[config.mk]
export PLATFORM = sky130hd
export DESIGN_NAME = acr_top
export DESIGN_NICKNAME = d
export VERILOG_FILES = /design/src/rtl/acr_pkg.sv /design/src/rtl/acr_clk_div.sv /design/src/rtl/acr_top.sv
export SDC_FILE = /design/constraint.sdc
export NUM_CORES = 1
export LEC_CHECK = 0
export ABC_AREA = 1
export BUFFER_PORTS_ARGS = -buffer_cell sky130_fd_sc_hd__buf_4
export CAP_MARGIN = 20
export CORE_ASPECT_RATIO = 1.75
export CORE_MARGIN = 5
export CORE_UTILIZATION = 53
export DETAILED_ROUTE_END_ITERATION = 10
export PLACE_DENSITY_LB_ADDON = 0.3
export SKIP_CTS_REPAIR_TIMING = 1
export SYNTH_ARGS = -nofsm -noshare
export SYNTH_HDL_FRONTEND = slang
export SYNTH_HIERARCHICAL = 1
export SYNTH_SLANG_ARGS = --single-unit
export TNS_END_PERCENT = 100
[constraint.sdc]
create_clock -name i_core_clk -period 5 [get_ports i_core_clk]
set_clock_uncertainty 0.15 [all_clocks]
set_input_delay 1 -clock i_core_clk [delete_from_list [all_inputs] [get_ports i_core_clk]]
set_output_delay 1 -clock i_core_clk [all_outputs]
set_load 0.05 [all_outputs]
[src/rtl/acr_pkg.sv]
// Contract
// Overflow interrupt needs its enable and global enable
// Time-overflow interrupt needs its enable and global enable
// Writing start one begins conversion, zero nothing
// Start and enable accepted together in one write
// Software start bit clears itself automatically
// Busy reads one while any operation active
// Pulse mode selects timer, else direct input
// Invert bit inverts the selected sample input
// Locked configuration fields ignore writes while enabled
// Converter clock is source divided by field+1
package acr_pkg;

  // Register indices on the plain register port.
  localparam logic [3:0] ACR_ADDR_CTL0 = 4'h0;
  localparam logic [3:0] ACR_ADDR_CTL1 = 4'h1;

  // Values after reset.
  localparam logic [15:0] ACR_CTL0_RST = 16'h0000;
  localparam logic [15:0] ACR_CTL1_RST = 16'h0000;

  // Bit positions in control register 0.
  localparam int ACR_BIT_OVF_IE = 3;
  localparam int ACR_BIT_TOV_IE = 2;
  localparam int ACR_BIT_ENC = 1;
  localparam int ACR_BIT_SC = 0;

  // Bits of control register 0 that may change only while disabled.
  localparam logic [15:0] ACR_CTL0_LOCK_MASK = 16'hFFF0;

  // Trigger source code that selects the software start bit.
  localparam logic [1:0] ACR_TRIG_SOFTWARE = 2'h0;

  // Converter clock ticks spent in the timed sample phase.
  localparam logic [3:0] ACR_SAMPLE_TICKS = 4'h4;
  // Converter clock ticks spent converting.
  localparam logic [3:0] ACR_CONV_TICKS = 4'hD;

  // Layout of control register 1; bit 0 is the read-only busy flag.
  typedef struct packed {
    logic [3:0] sequence_start_address;
    logic [1:0] trigger_source_select;
    logic pulse_sample_mode;
    logic invert_sample_input;
    logic [2:0] conv_clock_divider;
    logic [1:0] conv_clock_source_select;
    logic [1:0] sequence_mode;
  } acr_ctl1_type;

  // Register port request.
  typedef struct packed {
    logic [3:0] addr;
    logic [15:0] wdata;
    logic wr;
    logic rd;
  } acr_req_type;

endpackage

[src/rtl/acr_clk_div.sv]
`timescale 1ns/1ps
`default_nettype none
// Divides the selected source tick stream by the divider value plus one.
module acr_clk_div #(
  parameter int DIV_W = 3
) (
  input wire logic i_core_clk,
  input wire logic i_rst,
  input wire logic i_src_tick,
  input wire logic [DIV_W-1:0] i_div,
  output logic o_tick
);

  // Count of source ticks seen in the current period.
  logic [DIV_W-1:0] cnt_ff;
  logic [DIV_W-1:0] nxt_cnt;
  // Registered divided tick.
  logic tick_ff;
  logic nxt_tick;

  // Count source ticks and emit one tick per div+1 of them.
  always_comb begin
    nxt_cnt = cnt_ff;
    nxt_tick = 1'b0;
    if (i_src_tick) begin
      // divide by field+1
      if (cnt_ff >= i_div) begin
        nxt_cnt = '0;
        nxt_tick = 1'b1;
      end else begin
        nxt_cnt = cnt_ff + DIV_W'(1);
      end
    end
  end

  // Register the counter and the tick.
  always_ff @(posedge i_core_clk or posedge i_rst) begin
    if (i_rst) begin
      cnt_ff <= '0;
      tick_ff <= 1'b0;
    end else begin
      cnt_ff <= nxt_cnt;
      tick_ff <= nxt_tick;
    end
  end

  assign o_tick = tick_ff;

endmodule
`default_nettype wire

[src/rtl/acr_top.sv]
`timescale 1ns/1ps
`default_nettype none
// Control registers and sample/convert sequencing of the converter.
module acr_top (
  input wire logic i_core_clk,
  input wire logic i_rst,
  input wire logic [3:0] i_addr,
  input wire logic [15:0] i_wdata,
  input wire logic i_wr,
  input wire logic i_rd,
  input wire logic i_global_irq_enable,
  input wire logic i_sample_input,
  input wire logic [3:0] i_clk_src_tick,
  input wire logic i_result_overflow_event,
  input wire logic i_conv_time_overflow_event,
  output logic [15:0] o_rdata,
  output logic o_converter_busy,
  output logic o_sampling_signal,
  output logic o_conv_clk_tick,
  output logic o_result_overflow_irq,
  output logic o_conv_time_overflow_irq
);

  // States of the sample and conversion sequencer.
  typedef enum logic [1:0] {
    ST_IDLE,
    ST_SAMPLE,
    ST_CONVERT
  } acr_state_type;

  // Request bundle gathered from the register port.
  acr_pkg::acr_req_type req;

  // Control register 0 and its next value.
  logic [15:0] ctl0_ff;
  logic [15:0] nxt_ctl0;
  // Control register 1 fields and their next value.
  acr_pkg::acr_ctl1_type ctl1_ff;
  acr_pkg::acr_ctl1_type nxt_ctl1;
  // Registered read data.
  logic [15:0] rdata_ff;
  logic [15:0] nxt_rdata;

  // Two-stage synchroniser for the external sample input.
  logic samp_meta_ff;
  logic samp_sync_ff;

  // Selected and possibly inverted sample-input signal.
  logic sel_sig;
  // Previous value of the selected signal for edge detection.
  logic sel_prev_ff;
  // Rising edge of the selected signal.
  logic sel_rise;

  // Sequencer state, tick counter and registered outputs.
  acr_state_type state_ff;
  acr_state_type nxt_state;
  logic [3:0] cnt_ff;
  logic [3:0] nxt_cnt;
  logic busy_ff;
  logic nxt_busy;
  logic sampling_ff;
  logic nxt_sampling;

  // Registered interrupt requests.
  logic ovf_irq_ff;
  logic nxt_ovf_irq;
  logic tov_irq_ff;
  logic nxt_tov_irq;

  // Selected source tick and divided converter clock tick.
  logic src_tick;
  logic conv_tick;

  // Convenience views of control register 0.
  logic conversion_enable;
  logic sc;

  // Gather the register port into one request bundle.
  assign req.addr = i_addr;
  assign req.wdata = i_wdata;
  assign req.wr = i_wr;
  assign req.rd = i_rd;

  // The enable and start bits feed the sequencer directly.
  assign conversion_enable = ctl0_ff[acr_pkg::ACR_BIT_ENC];
  assign sc = ctl0_ff[acr_pkg::ACR_BIT_SC];

  // Pick the converter source clock tick chosen by the select field.
  // Each source arrives as a one-cycle tick enable on the core clock.
  assign src_tick = i_clk_src_tick[ctl1_ff.conv_clock_source_select];

  // Divider that produces the converter clock tick.
  acr_clk_div #(
    .DIV_W(3)
  ) u_clk_div (
    .i_core_clk(i_core_clk),
    .i_rst(i_rst),
    .i_src_tick(src_tick),
    .i_div(ctl1_ff.conv_clock_divider),
    .o_tick(conv_tick)
  );

  // Synchronise the external sample input to the core clock.
  always_ff @(posedge i_core_clk or posedge i_rst) begin
    if (i_rst) begin
      samp_meta_ff <= 1'b0;
      samp_sync_ff <= 1'b0;
    end else begin
      // Only the second stage feeds logic; the first may be metastable.
      samp_meta_ff <= i_sample_input;
      samp_sync_ff <= samp_meta_ff;
    end
  end

  // Choose the sample-input signal and apply the optional inversion.
  always_comb begin
    if (ctl1_ff.trigger_source_select == acr_pkg::ACR_TRIG_SOFTWARE) begin
      // The software start bit acts as the sample input.
      sel_sig = sc;
    end else begin
      // Any other source arrives on the synchronised pin.
      sel_sig = samp_sync_ff;
    end
    // invert sample input
    sel_sig = sel_sig ^ ctl1_ff.invert_sample_input;
  end

  // Starts need a rising edge, so a level held high starts only once.
  assign sel_rise = sel_sig & ~sel_prev_ff;

  // Compute register contents after a write from the register port.
  always_comb begin
    nxt_ctl0 = ctl0_ff;
    nxt_ctl1 = ctl1_ff;
    // start bit self-clears
    nxt_ctl0[acr_pkg::ACR_BIT_SC] = 1'b0;
    // A write to control register 0 always reaches bits 3 to 0.
    if (req.wr && req.addr == acr_pkg::ACR_ADDR_CTL0) begin
      if (conversion_enable) begin
        // locked bits kept
        nxt_ctl0 = (ctl0_ff & acr_pkg::ACR_CTL0_LOCK_MASK) |
                   (req.wdata & ~acr_pkg::ACR_CTL0_LOCK_MASK);
      end else begin
        // enable and start together
        nxt_ctl0 = req.wdata;
      end
      // one starts, zero nothing
      nxt_ctl0[acr_pkg::ACR_BIT_SC] = req.wdata[acr_pkg::ACR_BIT_SC];
    end
    // ignore while enabled
    if (req.wr && req.addr == acr_pkg::ACR_ADDR_CTL1 && !conversion_enable) begin
      // Written bit 0 lands on the read-only busy flag and is dropped.
      nxt_ctl1 = acr_pkg::acr_ctl1_type'(req.wdata[15:1]);
    end
  end

  // Compute read data for the cycle after a read strobe.
  always_comb begin
    nxt_rdata = 16'h0000;
    // Read data stays zero unless a read strobe is seen.
    if (req.rd) begin
      case (req.addr)
        acr_pkg::ACR_ADDR_CTL0: begin
          // Control register 0 reads back as stored.
          nxt_rdata = ctl0_ff;
        end
        acr_pkg::ACR_ADDR_CTL1: begin
          // busy in bit 0
          nxt_rdata = {ctl1_ff, state_ff != ST_IDLE};
        end
        default: begin
          // Unmapped addresses read as zero.
          nxt_rdata = 16'h0000;
        end
      endcase
    end
  end

  // Register the control registers and the read data.
  always_ff @(posedge i_core_clk or posedge i_rst) begin
    if (i_rst) begin
      ctl0_ff <= acr_pkg::ACR_CTL0_RST;
      ctl1_ff <= acr_pkg::acr_ctl1_type'(acr_pkg::ACR_CTL1_RST[15:1]);
      // Read data idles at zero between reads.
      rdata_ff <= 16'h0000;
    end else begin
      ctl0_ff <= nxt_ctl0;
      ctl1_ff <= nxt_ctl1;
      rdata_ff <= nxt_rdata;
    end
  end

  // Sequence one sample phase and one conversion phase per trigger.
  // Clearing the enable bit mid-run does not abort a run in progress.
  always_comb begin
    nxt_state = state_ff;
    nxt_cnt = cnt_ff;
    nxt_sampling = 1'b0;
    case (state_ff)
      ST_IDLE: begin
        // A rising trigger edge starts only while conversion is enabled.
        if (conversion_enable && sel_rise) begin
          nxt_state = ST_SAMPLE;
          nxt_cnt = 4'h0;
          nxt_sampling = 1'b1;
        end
      end
      // Further triggers are ignored until the run is over.
      ST_SAMPLE: begin
        nxt_sampling = 1'b1;
        // timer or direct
        if (ctl1_ff.pulse_sample_mode) begin
          // The sampling timer holds for a fixed number of ticks.
          if (conv_tick) begin
            if (cnt_ff + 4'h1 >= acr_pkg::ACR_SAMPLE_TICKS) begin
              // The timer has run out; conversion starts.
              nxt_state = ST_CONVERT;
              nxt_cnt = 4'h0;
              nxt_sampling = 1'b0;
            end else begin
              // Count one more timer tick.
              nxt_cnt = cnt_ff + 4'h1;
            end
          end
        end else if (!sel_sig) begin
          // The sample input itself ends the sample phase.
          nxt_state = ST_CONVERT;
          nxt_cnt = 4'h0;
          nxt_sampling = 1'b0;
        end
      end
      ST_CONVERT: begin
        // Conversion lasts a fixed number of converter clock ticks.
        if (conv_tick) begin
          if (cnt_ff + 4'h1 >= acr_pkg::ACR_CONV_TICKS) begin
            // The last tick ends the run; busy drops on the next edge.
            nxt_state = ST_IDLE;
            nxt_cnt = 4'h0;
          end else begin
            // Count one more converter tick.
            nxt_cnt = cnt_ff + 4'h1;
          end
        end
      end
      default: begin
        // Recover from an illegal state.
        nxt_state = ST_IDLE;
        nxt_cnt = 4'h0;
      end
    endcase
    // busy while active
    nxt_busy = nxt_state != ST_IDLE;
  end

  // Register the sequencer state and its outputs.
  always_ff @(posedge i_core_clk or posedge i_rst) begin
    if (i_rst) begin
      state_ff <= ST_IDLE;
      cnt_ff <= 4'h0;
      busy_ff <= 1'b0;
      sampling_ff <= 1'b0;
      // The edge detector starts low, the idle level of the start bit.
      sel_prev_ff <= 1'b0;
    end else begin
      state_ff <= nxt_state;
      cnt_ff <= nxt_cnt;
      busy_ff <= nxt_busy;
      sampling_ff <= nxt_sampling;
      sel_prev_ff <= sel_sig;
    end
  end

  // Gate converter events with their enables and the global enable.
  // The requests are plain gated pulses; nothing latches them.
  always_comb begin
    // overflow needs both enables
    nxt_ovf_irq = i_result_overflow_event &
                  ctl0_ff[acr_pkg::ACR_BIT_OVF_IE] & i_global_irq_enable;
    // time overflow needs both
    nxt_tov_irq = i_conv_time_overflow_event &
                  ctl0_ff[acr_pkg::ACR_BIT_TOV_IE] & i_global_irq_enable;
  end

  // Register the interrupt requests.
  always_ff @(posedge i_core_clk or posedge i_rst) begin
    if (i_rst) begin
      // No request is pending after reset.
      ovf_irq_ff <= 1'b0;
      tov_irq_ff <= 1'b0;
    end else begin
      ovf_irq_ff <= nxt_ovf_irq;
      tov_irq_ff <= nxt_tov_irq;
    end
  end

  // Every output is taken straight from a register.
  assign o_rdata = rdata_ff;
  assign o_converter_busy = busy_ff;
  assign o_sampling_signal = sampling_ff;
  assign o_conv_clk_tick = conv_tick;
  assign o_result_overflow_irq = ovf_irq_ff;
  assign o_conv_time_overflow_irq = tov_irq_ff;

endmodule
`default_nettype wire

==> flow_summary.yaml <==
sta:
  fin_crit_sh_pct: 56.6
  tightest_slew_ns: 0.704
  hold_violations: 0
  setup_viol: 0
  fin_crit_ns: 2.83
  max_slew_margin_pct: 53.0
  whs_ns: 0.228
  tns_ns: 0
  max_freq_mhz: 353
  slew_viol_final: 0
  rsz0062_at_grt: "no"
placement:
  io_buffer_count: 52
  dp_hpwl_microns: 4690
  placed_cell_area_sq_mm: 0.00347
  place_congestion: 0.875
global_routing:
  antenna_found_initial: 0
  grtUsageTotal_pct: 19.5
  grt_pass1_vias: 2399
  grt_pass1_wl_microns: 10600
  grt_max_degree: 46
  overflow: 0
finish:
  num_antenna_cells: 0
  syn_to_final_growth_pct: 23.4
  drive_gt1_share_pct: 24.1
  final_util_pct: 67.3
  final_area_sq_mm: 0.00376
  num-nets-final: 437
routing:
  first_iter_violations: 106
  ant_nets: 0
  vias: 2419
  totalWireLength_microns: 6470
  vias_per_cell: 5.09
  wl_per_cell_microns: 13.6
  drc: 0
  firstDrtPassIters: 4
clock_tree:
  insertion_delay_ns: 0.34
  cts_made_buffers: 9
  cts_tree: "built"
  clk_pin_slew_ns: 0.07
  ctsLongestPathBuffers: 2
  clock-root-buffer: "clkbuf_8"
  clock_sinks: 64
  htreeDepth: 3
critical_path:
  crit_type: "input port to register"
  cp_slowest_cell: "nand4_2"
  crit_chain: "buf_4 > nor2_2 > nand4_2 > mux2_4"
  critPathArrivalTime_ns: 2.91
  critPathTopFamily: "simple AND/OR/NAND/NOR gates"
  rrSetupSlack_ns: 3.06
  crit_buf_inv: 1
  critPathMaxStageDelay_ns: 0.73
  path_max_fanout: 29
  critPathRequiredTime_ns: 5.07
  critPathLaunchType: "input port"
  cp-end-kind: "register"
logic_synthesis:
  synth.avg_cell_area_sq_um: 8.95
  synth_area_sq_mm: 0.00304
  synth_top_area_share_pct: 52.6
  synth.most_common_cell: "nand2_1"
  synth_commonest_cells: "70 x nand2_1, 64 x dfrtp_1, 51 x inv_1"
  synthFlopType: "dfrtp_1"
  synthArstFlopShare_pct: 100
  yosys_warnings: 6
  synth.area.top_cells: "dfrtp_1 53%, nand2_1 8.6%, nand3_1 7.2%, inv_1 6.3%, ha_1 4.5%"
  synthesis.nets: 383
  ys_seq_area_share_pct: 52.6
  ys_ff_latch: 64
  synthDistinctLibCells: 28
  synth_cells: 340
  synth-edff-count: 0
  synth.largest_area_cell: "dfrtp_1"
die:
  initial_core_util_pct: 54.5
  fp.coreArea_sq_mm: 0.00559
  boundaryPins: 53
  fp-row-count: 36
  die_area_sq_mm: 0.00742
  die_h_microns: 110
  chipWidth_microns: 67.3
pwr:
  powerDensity_mw_per_mm2: 474
  p_sw_share_pct: 31.9
  p_switching_w: 0.000569
  p_clk_share_pct: 35.5
  vdd_drop_max_mv: 0.275
  p_leak_nw: 1.94
  p_total_w: 0.00178
  seqPwrFrac_pct: 38.7
  internal-power_w: 0.00121
  power.share.combinational_pct: 25.8
status:
  status: "finished, final reports clean"
hold_path:
  min-delay-path-class: "register to register"
run:
  maxCapViolations: 0
sequential cells by signal, indices dropped and copies added, names as in the netlist:
name                      flops
o_converter_busy              1
o_result_overflow_irq         1
samp_meta_ff                  1
u_clk_div/o_tick              1
samp_sync_ff                  1
o_conv_time_overflow_irq      1
state_ff                      2
o_rdata                      16
u_clk_div/cnt_ff              3
o_sampling_signal             1
ctl0_ff                      16
sel_prev_ff                   1
ctl1_ff                      15
cnt_ff                        4
final timing paths:
kind | start | endpoint | cells after the start
setup / recovery | i_addr[3] | ctl1_ff[0] | 4
hold / removal | samp_meta_ff | samp_sync_ff | 0
setup reg to reg | ctl0_ff[1] | ctl1_ff[0] | 3
hold reg to reg | samp_meta_ff | samp_sync_ff | 0
max in group asynchronous | i_rst | o_rdata[12] | 3
min in group asynchronous | i_rst | u_clk_div/o_tick | 2
power by group through the flow:
stage	combinational, W	clock, W	sequential [W]
after detailed placement	0.000457	0	0.000697
final	0.000459	0.000633	0.000689
after floorplan	0.000293	0	0.000729
after global routing	0.000522	0.000663	0.000702
after CTS	0.000463	0.000641	0.000689
after global placement	0.000445	0	0.000693
final cells by class:
type,instances,area [sq um]
clock inverters,7,168
well taps,76,95.1
inverters,52,195
flip-flops and latches,64,1600
multi-input cells,213,1170
fillers,486,1830
repair buffers,54,405
clock buffers,9,124
stage by stage:
stage | instances | setup slack (ns)
6_report | 475 | 2.17
5_1_grt | 475 | 2.01
4_1_cts | 475 | 2.17
3_5_place_dp | 459 | 1.83
3_3_place_gp | 459 | 1.84
2_1_floorplan | 340 | 2.37
layout by cell type, fill, tap and decap left out:
cell type and instances:
o21ai_0 8, o21ai_2 12, or2_1 1, nand4_2 1, dfrtp_1 64, mux2_4 1
nand2_2 3, o21ai_1 16, o22ai_1 2, ha_1 11, nand3_2 2, nand2_4 1
nand3_1 44, bufinv_16 5, nand4_1 5, a21oi_1 21, nor2_4 3, clkbuf_8 9
clkinv_4 2, a32oi_1 1, inv_1 50, nand2_1 70, o21bai_1 1, nor2_1 9
inv_2 2, nor2_2 1, buf_4 54
routing by layer:
layer | global-route usage, % | up-vias | share of wire (%)
met5 | 0 | - | 0
met4 | 10.4 | 0 | 1.7
met3 | 2.74 | 13 | 3.6
met2 | 37.1 | 46 | 58
met1 | 19.8 | 1154 | 36
li1 | - | 1206 | -
logic make-up (layout without fill, tap and decap cells):
logic type	count (synthesis)	count (layout)	synth area share (%)
AND/OR/NAND/NOR	140	140	21.6
flip-flops	64	64	52.6
buffers and inverters	63	122	9.00
AO/OA/AOI/OAI	61	61	11.8
adder cells (fa/ha/maj)	11	11	4.52
multiplexers	1	1	0.493
Power figures use the tool's default switching activity.
